$ cat src/rtl/ivp_pkg.sv
package ivp_pkg;
  // Request map and widths
  localparam int unsigned NUM_REQ  = 24;
  localparam int unsigned NUM_W    = 5;
  localparam int unsigned LVL_W    = 2;
  localparam int unsigned ADDR_W   = 8;
  localparam int unsigned DATA_W   = 32;
  localparam int unsigned LVL_BITS = NUM_REQ * LVL_W;

  // Request numbers of the wired sources
  localparam int unsigned REQ_EXT4   = 0;
  localparam int unsigned REQ_EXT5   = 1;
  localparam int unsigned REQ_EXT26  = 2;
  localparam int unsigned REQ_EXT37  = 3;
  localparam int unsigned REQ_TMR0L  = 5;
  localparam int unsigned REQ_TMR0H  = 6;
  localparam int unsigned REQ_SER_RX = 7;
  localparam int unsigned REQ_SER_TX = 8;
  localparam int unsigned REQ_ADC    = 18;
  localparam int unsigned REQ_TBT    = 19;
  localparam int unsigned REQ_WPRE   = 20;
  localparam int unsigned REQ_FLASH  = 23;

  // Vector table: request n upper byte at VEC_TOP - 2n, lower byte next
  localparam logic [15:0] VEC_TOP     = 16'hFFFA;
  localparam logic [15:0] VEC_LOW_OFS = 16'h0001;
  localparam logic [15:0] VEC_REQ5_UP = 16'hFFF0;
  localparam logic [15:0] VEC_REQ6_UP = 16'hFFEE;

  // Register byte offsets
  localparam logic [ADDR_W-1:0] OFS_STATUS = 8'h00;
  localparam logic [ADDR_W-1:0] OFS_ENABLE = 8'h04;
  localparam logic [ADDR_W-1:0] OFS_CLEAR  = 8'h08;
  localparam logic [ADDR_W-1:0] OFS_LEVEL0 = 8'h0C;
  localparam logic [ADDR_W-1:0] OFS_LEVEL1 = 8'h10;
  localparam logic [ADDR_W-1:0] OFS_SELECT = 8'h14;

  // Select register fields
  localparam int unsigned SEL_NUM_LSB = 0;
  localparam int unsigned SEL_LVL_LSB = 8;
  localparam int unsigned SEL_VLD_BIT = 31;

  // Reset values
  localparam logic [NUM_REQ-1:0]  RST_STATUS = 24'h000000;
  localparam logic [NUM_REQ-1:0]  RST_ENABLE = 24'h000000;
  localparam logic [LVL_BITS-1:0] RST_LEVEL  = 48'hFFFF_FFFF_FFFF;

  // Bus responses
  localparam logic [1:0] RESP_OKAY   = 2'h0;
  localparam logic [1:0] RESP_SLVERR = 2'h2;
endpackage

$ cat src/rtl/ivp_ctrl.sv
`timescale 1ns/1ps
module ivp_ctrl
  import ivp_pkg::*;
(
  input  wire logic              aclk,
  input  wire logic              aresetn,
  input  wire logic              evt_ext2,
  input  wire logic              evt_ext3,
  input  wire logic              evt_ext4,
  input  wire logic              evt_ext5,
  input  wire logic              evt_ext6,
  input  wire logic              evt_ext7,
  input  wire logic              evt_tmr0_lo,
  input  wire logic              evt_tmr0_hi,
  input  wire logic              evt_ser_rx,
  input  wire logic              evt_ser_tx,
  input  wire logic              evt_adc,
  input  wire logic              evt_tbt,
  input  wire logic              evt_wpre,
  input  wire logic              evt_flash,
  input  wire logic [ADDR_W-1:0] s_axi_awaddr,
  input  wire logic              s_axi_awvalid,
  output logic                   s_axi_awready,
  input  wire logic [DATA_W-1:0] s_axi_wdata,
  input  wire logic [3:0]        s_axi_wstrb,
  input  wire logic              s_axi_wvalid,
  output logic                   s_axi_wready,
  output logic [1:0]             s_axi_bresp,
  output logic                   s_axi_bvalid,
  input  wire logic              s_axi_bready,
  input  wire logic [ADDR_W-1:0] s_axi_araddr,
  input  wire logic              s_axi_arvalid,
  output logic                   s_axi_arready,
  output logic [DATA_W-1:0]      s_axi_rdata,
  output logic [1:0]             s_axi_rresp,
  output logic                   s_axi_rvalid,
  input  wire logic              s_axi_rready,
  output logic                   irq,
  output logic                   cpu_req_valid,
  output logic [NUM_W-1:0]       cpu_req_num,
  output logic [LVL_W-1:0]       request_level_field,
  output logic [15:0]            cpu_vec_upper,
  output logic [15:0]            cpu_vec_lower
);
  logic [NUM_REQ-1:0]  status_r, status_nxt, enable_r, set_vec, clr_vec;
  logic [LVL_BITS-1:0] level_r;
  logic                aw_held_r, w_held_r, bvalid_r, rvalid_r;
  logic [ADDR_W-1:0]   awaddr_r;
  logic [DATA_W-1:0]   wdata_r, rdata_r, rd_mux;
  logic [3:0]          wstrb_r;
  logic [1:0]          bresp_r, rresp_r;
  logic                vld_r;
  logic [NUM_W-1:0]    num_r;
  logic [LVL_W-1:0]    lvl_r;
  logic [15:0]         vup_r, vlo_r;
  wire                 win_valid;
  wire [NUM_W-1:0]     win_num;
  wire [LVL_W-1:0]     win_lvl;
  wire [15:0]          win_vec;

  // Merge write data into an old word under the byte strobes
  function automatic logic [DATA_W-1:0] wmerge(input logic [DATA_W-1:0] o,
                                               input logic [DATA_W-1:0] d,
                                               input logic [3:0] s);
    logic [DATA_W-1:0] r;
    r = o;
    for (int b = 0; b < 4; b++)
      if (s[b]) r[b*8 +: 8] = d[b*8 +: 8];
    return r;
  endfunction

  // Source wiring onto request lines; shared lines are simply ORed,
  // so software must poll the peripheral to tell the two channels apart
  always_comb
  begin
    set_vec             = '0;
    set_vec[REQ_EXT4]   = evt_ext4;
    set_vec[REQ_EXT5]   = evt_ext5;
    set_vec[REQ_EXT26]  = evt_ext2 | evt_ext6;
    set_vec[REQ_EXT37]  = evt_ext3 | evt_ext7;
    set_vec[REQ_TMR0L]  = evt_tmr0_lo;
    set_vec[REQ_TMR0H]  = evt_tmr0_hi;
    set_vec[REQ_SER_RX] = evt_ser_rx;
    set_vec[REQ_SER_TX] = evt_ser_tx;
    set_vec[REQ_ADC]    = evt_adc;
    set_vec[REQ_TBT]    = evt_tbt;
    set_vec[REQ_WPRE]   = evt_wpre;
    set_vec[REQ_FLASH]  = evt_flash;
  end

  // Write decode from the held address and data
  wire [ADDR_W-1:0] wa     = {awaddr_r[ADDR_W-1:2], 2'b00};
  wire              do_wr  = aw_held_r && w_held_r && !bvalid_r;
  wire              hit_en = (wa == OFS_ENABLE);
  wire              hit_cl = (wa == OFS_CLEAR);
  wire              hit_l0 = (wa == OFS_LEVEL0);
  wire              hit_l1 = (wa == OFS_LEVEL1);
  wire              wr_ok  = hit_en | hit_cl | hit_l0 | hit_l1;
  wire [DATA_W-1:0] en_wd  = wmerge({8'h00, enable_r}, wdata_r, wstrb_r);
  wire [DATA_W-1:0] cl_wd  = wmerge('0, wdata_r, wstrb_r);
  wire [DATA_W-1:0] l0_wd  = wmerge(level_r[31:0], wdata_r, wstrb_r);
  wire [DATA_W-1:0] l1_wd  = wmerge({16'h0000, level_r[47:32]},
                                    wdata_r, wstrb_r);

  assign clr_vec    = (do_wr && hit_cl) ? cl_wd[NUM_REQ-1:0] : '0;
  // A new event beats a clear in the same cycle
  assign status_nxt = (status_r & ~clr_vec) | set_vec;

  // Read decode
  wire [ADDR_W-1:0] ra     = {s_axi_araddr[ADDR_W-1:2], 2'b00};
  wire              rd_go  = s_axi_arvalid && !rvalid_r;
  wire              rd_ok  = (ra == OFS_STATUS) | (ra == OFS_ENABLE) |
                             (ra == OFS_CLEAR)  | (ra == OFS_LEVEL0) |
                             (ra == OFS_LEVEL1) | (ra == OFS_SELECT);
  wire [DATA_W-1:0] sel_wd = (DATA_W'(vld_r) << SEL_VLD_BIT) |
                             (DATA_W'(lvl_r) << SEL_LVL_LSB) |
                             (DATA_W'(num_r) << SEL_NUM_LSB);
  assign rd_mux = (ra == OFS_STATUS) ? {8'h00, status_r} :
                  (ra == OFS_ENABLE) ? {8'h00, enable_r} :
                  (ra == OFS_LEVEL0) ? level_r[31:0] :
                  (ra == OFS_LEVEL1) ? {16'h0000, level_r[47:32]} :
                  (ra == OFS_SELECT) ? sel_wd : '0;

  assign s_axi_awready = !aw_held_r && !bvalid_r;
  assign s_axi_wready  = !w_held_r && !bvalid_r;
  assign s_axi_arready = !rvalid_r;
  assign s_axi_bvalid  = bvalid_r;
  assign s_axi_bresp   = bresp_r;
  assign s_axi_rvalid  = rvalid_r;
  assign s_axi_rresp   = rresp_r;
  assign s_axi_rdata   = rdata_r;

  // Write channel: address and data captured independently
  always_ff @(posedge aclk)
  begin
    if (!aresetn)
    begin
      aw_held_r <= 1'b0;
      w_held_r  <= 1'b0;
      bvalid_r  <= 1'b0;
      bresp_r   <= RESP_OKAY;
      awaddr_r  <= '0;
      wdata_r   <= '0;
      wstrb_r   <= '0;
    end
    else
    begin
      if (s_axi_awvalid && s_axi_awready)
      begin
        aw_held_r <= 1'b1;
        awaddr_r  <= s_axi_awaddr;
      end
      if (s_axi_wvalid && s_axi_wready)
      begin
        w_held_r <= 1'b1;
        wdata_r  <= s_axi_wdata;
        wstrb_r  <= s_axi_wstrb;
      end
      if (do_wr)
      begin
        aw_held_r <= 1'b0;
        w_held_r  <= 1'b0;
        bvalid_r  <= 1'b1;
        bresp_r   <= wr_ok ? RESP_OKAY : RESP_SLVERR;
      end
      else if (bvalid_r && s_axi_bready)
        bvalid_r <= 1'b0;
    end
  end

  // Read channel: one-cycle answer
  always_ff @(posedge aclk)
  begin
    if (!aresetn)
    begin
      rvalid_r <= 1'b0;
      rdata_r  <= '0;
      rresp_r  <= RESP_OKAY;
    end
    else if (rd_go)
    begin
      rvalid_r <= 1'b1;
      rdata_r  <= rd_mux;
      rresp_r  <= rd_ok ? RESP_OKAY : RESP_SLVERR;
    end
    else if (s_axi_rready)
      rvalid_r <= 1'b0;
  end

  // Status, enable and level registers
  always_ff @(posedge aclk)
  begin
    if (!aresetn)
    begin
      status_r <= RST_STATUS;
      enable_r <= RST_ENABLE;
      level_r  <= RST_LEVEL;
    end
    else
    begin
      status_r <= status_nxt;
      if (do_wr && hit_en) enable_r <= en_wd[NUM_REQ-1:0];
      if (do_wr && hit_l0) level_r[31:0] <= l0_wd;
      if (do_wr && hit_l1) level_r[47:32] <= l1_wd[15:0];
    end
  end

  // Arbitration over enabled pending requests
  ivp_select u_sel (
    .pend      (status_r & enable_r),
    .lvl       (level_r),
    .win_valid (win_valid),
    .win_num   (win_num),
    .win_lvl   (win_lvl),
    .win_vec   (win_vec)
  );

  // Registered winner for the core; lags status by one cycle
  always_ff @(posedge aclk)
  begin
    if (!aresetn)
    begin
      vld_r <= 1'b0;
      num_r <= '0;
      lvl_r <= '0;
      vup_r <= VEC_TOP;
      vlo_r <= VEC_TOP + VEC_LOW_OFS;
    end
    else
    begin
      vld_r <= win_valid;
      num_r <= win_num;
      lvl_r <= win_lvl;
      vup_r <= win_vec;
      vlo_r <= win_vec + VEC_LOW_OFS;
    end
  end

  assign irq                 = |(status_r & enable_r);
  assign cpu_req_valid       = vld_r;
  assign cpu_req_num         = num_r;
  assign request_level_field = lvl_r;
  assign cpu_vec_upper       = vup_r;
  assign cpu_vec_lower       = vlo_r;
endmodule

$ cat src/rtl/ivp_select.sv
`timescale 1ns/1ps
// Picks the winning pending request: smallest level value first, and on a
// level tie the smaller request number, so precedence falls with the number.
module ivp_select
  import ivp_pkg::*;
(
  input  wire logic [NUM_REQ-1:0]  pend,
  input  wire logic [LVL_BITS-1:0] lvl,
  output logic                     win_valid,
  output logic [NUM_W-1:0]         win_num,
  output logic [LVL_W-1:0]         win_lvl,
  output logic [15:0]              win_vec
);
  logic [NUM_REQ:0]       v_c;
  logic [NUM_W-1:0]       n_c [NUM_REQ+1];
  logic [LVL_W-1:0]       l_c [NUM_REQ+1];

  assign v_c[0] = 1'b0;
  assign n_c[0] = '0;
  assign l_c[0] = '0;

  // Chain of compare stages; strict less-than keeps the earlier request
  genvar i;
  generate
    for (i = 0; i < NUM_REQ; i++)
    begin : g_stage
      wire [LVL_W-1:0] my_lvl = lvl[i*LVL_W +: LVL_W];
      wire             take   = pend[i] && (!v_c[i] || my_lvl < l_c[i]);
      assign v_c[i+1] = v_c[i] | pend[i];
      assign n_c[i+1] = take ? NUM_W'(i) : n_c[i];
      assign l_c[i+1] = take ? my_lvl : l_c[i];
    end
  endgenerate

  assign win_valid = v_c[NUM_REQ];
  assign win_num   = n_c[NUM_REQ];
  assign win_lvl   = l_c[NUM_REQ];
  assign win_vec   = VEC_TOP - {10'h000, win_num, 1'b0};
endmodule

$ cat config.mk
export PLATFORM = sky130hd
export DESIGN_NAME = ivp_ctrl
export DESIGN_NICKNAME = d
export VERILOG_FILES = /design/src/rtl/ivp_pkg.sv /design/src/rtl/ivp_ctrl.sv /design/src/rtl/ivp_select.sv
export SDC_FILE = /design/constraint.sdc
export NUM_CORES = 1
export LEC_CHECK = 0
export BUFFER_PORTS_ARGS = -buffer_cell sky130_fd_sc_hd__buf_2
export CAP_MARGIN = 15
export CORE_ASPECT_RATIO = 1.25
export CORE_MARGIN = 1
export CORE_UTILIZATION = 30
export DETAILED_ROUTE_END_ITERATION = 10
export HOLD_SLACK_MARGIN = 0.12
export PLACE_DENSITY = 0.47
export SLEW_MARGIN = 10
export SYNTH_ARGS = -nofsm -noshare
export SYNTH_HDL_FRONTEND = slang
export SYNTH_SLANG_ARGS = --single-unit
$ cat constraint.sdc
create_clock -name aclk -period 7.1 [get_ports aclk]
set_input_delay 0.71 -clock aclk [delete_from_list [all_inputs] [get_ports aclk]]
set_output_delay 0.71 -clock aclk [all_outputs]
set_load 0.01 [all_outputs]
Word level (Yosys, flattened, before mapping)
Cells that the tools add are included.

Bits of input ports: 73. Flip-flop bits (word level): 220. Output and inout bits: 82.

Add/subtract/negate cells: 2. Muxes and demuxes: 62. Magnitude comparators: 23. Equality and inequality tests: 9. Reduce and logical (&&, ||, !) cells: 99. Bitwise logic cells: 40.

Operator list (count): $mux 32 (5); $mux 5 (22); $mux 2 (26); $and 24x24->24 (2); $lt 2x2->1 (23); $logic_and 1x1->1 (35); $or 1x1->1 (33); $or 32x10->32 (1); $or 32x5->32 (1); $logic_not 1->1 (27); $eq 6x2->1 const B (4); $mux 24 (1); $mux 8 (3); $not 24->24 (1); $or 24x24->24 (1); $reduce_or 24->1 (1); $logic_or 1x1->1 (23); $eq 6x3->1 const B (3); $reduce_and 2->1 (9); $add 16x1->16 const B (1); $eq 6x1->1 const B (2); $logic_not 8->1 (1); $sub 4x7->8 const A (1); $mux 1 (5); other kinds (3) (4).

Depth between registers and ports, before layout
Word-level depth: 96. Mapped depth: 34. Mapped depth without buffers: 34.

By module
From an unflattened synthesis, not the netlist that was laid out.

Cell total of the unflattened synthesis: 1492. Area total of the unflattened synthesis: 11775.0 µm².

By module, submodules not included: ivp_ctrl (instances 1, cells each 1008, area an instance 8853.5 µm²); ivp_select (instances 1, cells each 484, area an instance 2921.6 µm²).

Worst setup path before layout
Ideal clock, no wire load.

Kind: register to register. Start point: reg status_r[0]. End point: reg vlo_r[4], in the netlist cpu_vec_lower[4]. Buffers on the path: 0. Library setup time: 0.123 ns. Cell stages (with the launch flop): 31. Clock period less this slack: 6.649 ns. Data arrival time: 6.525 ns. Path slack: 0.451 ns. Cells stage by stage: dfxtp_1 -> and3_1 -> inv_1 -> ha_1 -> or3b_1 -> a211oi_2 -> a21o_2 -> a311o_1 -> o221ai_1 -> a2111oi_1 -> or2_1 -> o221ai_1 -> a32oi_2 -> o21ai_2 -> a31oi_2 -> o21ai_1 -> a32oi_2 -> o21ai_1 -> nand4_2 -> a31oi_4 -> o31ai_2 -> mux2i_1 -> ha_1 -> nor2_1 -> nor3_1 -> o22ai_2 -> or3_4 -> o21bai_1 -> ha_1 -> nand2b_1 -> mux2_1.

RTL lines: from (decl) (RTL line ivp_ctrl.sv:45) `logic [NUM_REQ-1:0] status_r, status_nxt, enable_r, set_vec, clr_vec;`; from (signal assigned) (RTL line ivp_ctrl.sv:201) `status_r <= status_nxt;`; to (signal assigned) (RTL line ivp_ctrl.sv:227) `vlo_r <= VEC_TOP + VEC_LOW_OFS;`; to (signal assigned) (RTL line ivp_ctrl.sv:235) `vlo_r <= win_vec + VEC_LOW_OFS;`; to (decl) (RTL line ivp_ctrl.sv:55) `logic [15:0] vup_r, vlo_r;`.

==> reports/qor.csv <==
stage,metric,value,unit
setup_path,worstSetupPathType,reg -> reg,
setup_path,crit_path_end_kind,register,
min_path,hold_path_depth,2,
cells_and_area,antenna_cells,0,
global_routing,track_usage,20.2,%
drt,wl_per_cell,19.2,um
synthesis,synth_area_leader_cell,dfxtp_1,
clocking,clockBufferDepth,2,
clocking,cts_root_buf,clkbuf_16,
power,p_total,2.23,mW
clocking,clock-sinks,189,
global_routing,grt_pass1_vias,9208,
global_routing,gr-usage-met2,34.8,%
placement,dp_slack,-0.0388,ns
sta,post-route-min-period,6.83,ns
setup_path,cp.arrival,7.19,ns
placement,gp_congestion,0.910,
synthesis,ys_types,91,
setup_path,slowest_stage,or3b_4,
min_path,whs_endpoint,status_r[11]$_SDFF_PN0_,
cells_and_area,fin_nets,1468,
sta,tightestPinTransition,1.05,ns
min_path,hp-start,status_r[11]$_SDFF_PN0_,
setup_path,worst-path-max-fanout,4,
synthesis,syn_avg_cell_area,7.97,um2
global_routing,overflow,0,
floorplanning,initial_core_util,30.4,%
clocking,numCtsBuffers,17,
power,peakVddDrop,0.126,mV
power,leakage,4.83,nW
run,maxCapViolCount,0,
sta,fin_crit_sh,96.2,%
drt,first_iter_violations,679,
sta,drv_slew,0,
floorplanning,num_io_pins,155,
synthesis,syn_area,0.0102,mm2
drt,vias,9539,
sta,setup_viol,0,
global_routing,grt_pass1_wl,53.6,mm
sta,postLayoutSetupSlackWorst,0.266,ns
sta,setup_tns,0,ns
clocking,cts_hold_buf,0,
drt,wl,35.0,mm
synthesis,synth-edff-count,0,
synthesis,ys_warn_count,0,
synthesis,netlist_top_cells_area,"dfxtp_1 (37%), nand2_1 (9.6%), mux2i_1 (5.6%)",
drt,drc_errors,0,
status,status,"finished, final reports clean",
placement,hpwl,25.8,mm
sta,hold_violations,0,
global_routing,grt.busiest_layer,met2,
drt,ant_nets,0,
clocking,clkLatencyLatePin,0.47,ns
sta,max_freq,0.146,GHz
synthesis,ys_seq_area_share,37.2,%
setup_path,start_kind,register,
global_routing,grt_max_degree,99,
setup_path,timing.rr.end,cpu_vec_lower[4]$_SDFF_PN1_,
cells_and_area,drive_gt1_share,18.6,%
sta,fin_skew,0.0124,ns
min_path,hold_path.class,reg -> reg,
clocking,htreeDepth,4,
clocking,clk_pin_slew_worst_paths,0.07,ns
power,power_density,185,mW/mm2
setup_path,r2r-start,level_r[1]$_SDFFE_PN1P_,
floorplanning,row_count,75,
cells_and_area,final_common_cell,nand2_1,
clocking,cts_tree,done,
synthesis,synth_top_area_share,37.2,%
placement,portBuffers,128,
synthesis,async_flop_share,0,%
setup_path,rrSetupSlack,0.27,ns
floorplanning,die-area,0.0347,mm2
global_routing,antenna_found_initial,1,
global_routing,grt_util_met3,2.75,%
floorplanning,fp.dieH,208,um
floorplanning,die_w,167,um
drt,via_per_inst,5.22,
setup_path,required,7.46,ns
sta,slew_headroom,29.9,%
cells_and_area,areaGrowthSynthToFinish,18.2,%
synthesis,ys.flop_type,dfxtp_1,
synthesis,ys_ff_latch,189,
drt,first_pass_iters,6,
setup_path,slowest_delay,0.43,ns
floorplanning,core_area,0.0335,mm2
synthesis,netlist_instances,1277,
global_routing,met1_usage,25.2,%
cells_and_area,layout_common_cells,"nand2_1 (259), dfxtp_1 (187), buf_2 (127)",
setup_path,r2r_cells,33,
synth_stat cells (5+ instances only):
cell        n
a211o_1     7
a211oi_1   16
a21boi_0   51
a21o_1      5
a21oi_1    81
a221oi_1   11
a222oi_1    9
a22oi_1    11
a31oi_1    15
and2_1     29
and3_1      6
buf_4      29
clkbuf_1   57
dfxtp_1   189
inv_1      20
maj3_1      5
mux2_2      7
mux2i_1    57
nand2_1   259
nand2b_1   18
nand3_1    53
nand4_1     8
nor2_1     65
nor2b_1    67
nor3_1     18
o211ai_1   13
o21a_1      9
o21ai_0    47
o21ai_1     5
o221ai_1    5
o22ai_1     7
or3_1       5
stage by stage:
| step | std cells | util [%] | area (um2) | hold slack (ns) |
|---|---|---|---|---|
| finish | 1826 | 35.9 | 12000 | 0.453 |
| global route | 1826 | 35.9 | 12000 | 0.469 |
| CTS | 1822 | 35.3 | 11800 | 0.448 |
| detailed placement | 1791 | 33.6 | 11200 | 0.443 |
| global placement | 1791 | 33.6 | 11200 | 0.440 |
| floorplan | 1298 | - | 10300 | 0.424 |
layer usage:
layer / vias to the layer above / wire [um]
met3: 48 / 1400
li1: 4719 / -
met1: 4538 / 15400
met4: 0 / 1080
met5: - / 0
met2: 234 / 17100
power by group:
| part | internal, mW | switching, mW |
|---|---|---|
| sequential | 1.09 | 0.0336 |
| clock | 0.494 | 0.458 |
| combinational | 0.0603 | 0.0914 |
registers in the layout, summed over array words and instances (netlist names), 4 cells and up:
| name | cells |
|---|---|
| enable_r | 24 |
| s_axi_rdata | 32 |
| status_r | 24 |
| cpu_vec_lower | 5 |
| wstrb_r | 4 |
| wdata_r | 32 |
| cpu_req_num | 5 |
| level_r | 48 |
| awaddr_r | 6 |
worst max-delay path, delay by kind of cell, from the launching register on:
family          cells  cell delay (ns)
compound gates     16             3.01
fa+ha+maj           3             0.61
buf+inv             4             0.56
flops               1             0.34
mux                 2             0.55
simple gates        8             1.62
cells by family after synthesis:
kind of cell / count (synthesis) / synth area share [%]
AOI/OAI and AO/OA: 348 / 24.4
and+or+nand+nor: 554 / 25.6
buffers and inverters: 109 / 5.10
adders and majority gates: 9 / 0.984
DFF: 189 / 37.2
xor gates and xnor gates: 1 / 0.0861
muxes: 65 / 6.49
other: 2 / 0.0738
worst max path at each step:
stage | startpoint | end | slack, ns | cells after the start
after global routing | enable_r[0]$_SDFFE_PN0P_ | cpu_vec_lower[4]$_SDFF_PN1_ | -0.06 | 32
after detailed placement | level_r[1]$_SDFFE_PN1P_ | cpu_vec_lower[4]$_SDFF_PN1_ | -0.04 | 33
after CTS | level_r[1]$_SDFFE_PN1P_ | cpu_vec_lower[4]$_SDFF_PN1_ | 0.02 | 34
after global placement | status_r[0]$_SDFF_PN0_ | cpu_vec_lower[4]$_SDFF_PN1_ | 0.05 | 33
after floorplan | status_r[0]$_SDFF_PN0_ | cpu_vec_lower[4]$_SDFF_PN1_ | 0.45 | 30
final | level_r[1]$_SDFFE_PN1P_ | cpu_vec_lower[4]$_SDFF_PN1_ | 0.27 | 33
repair_timing:
item	in CTS	in global routing
pin swaps	4	21
setup endpoints to repair	1	4
buffers inserted	0	4
resized for setup	3	38
final cells by class:
type                            instances  area, um2
Fill cell                            3594      21500
Clock buffer                           19        443
Tap cell                              423        529
Sequential cell                       189       3790
Inverter                               20       75.1
Clock inverter                         12        113
Multi-Input combinational cell       1000       6150
Timing Repair Buffer                  163        922
(Power assumes the default switching activity.)
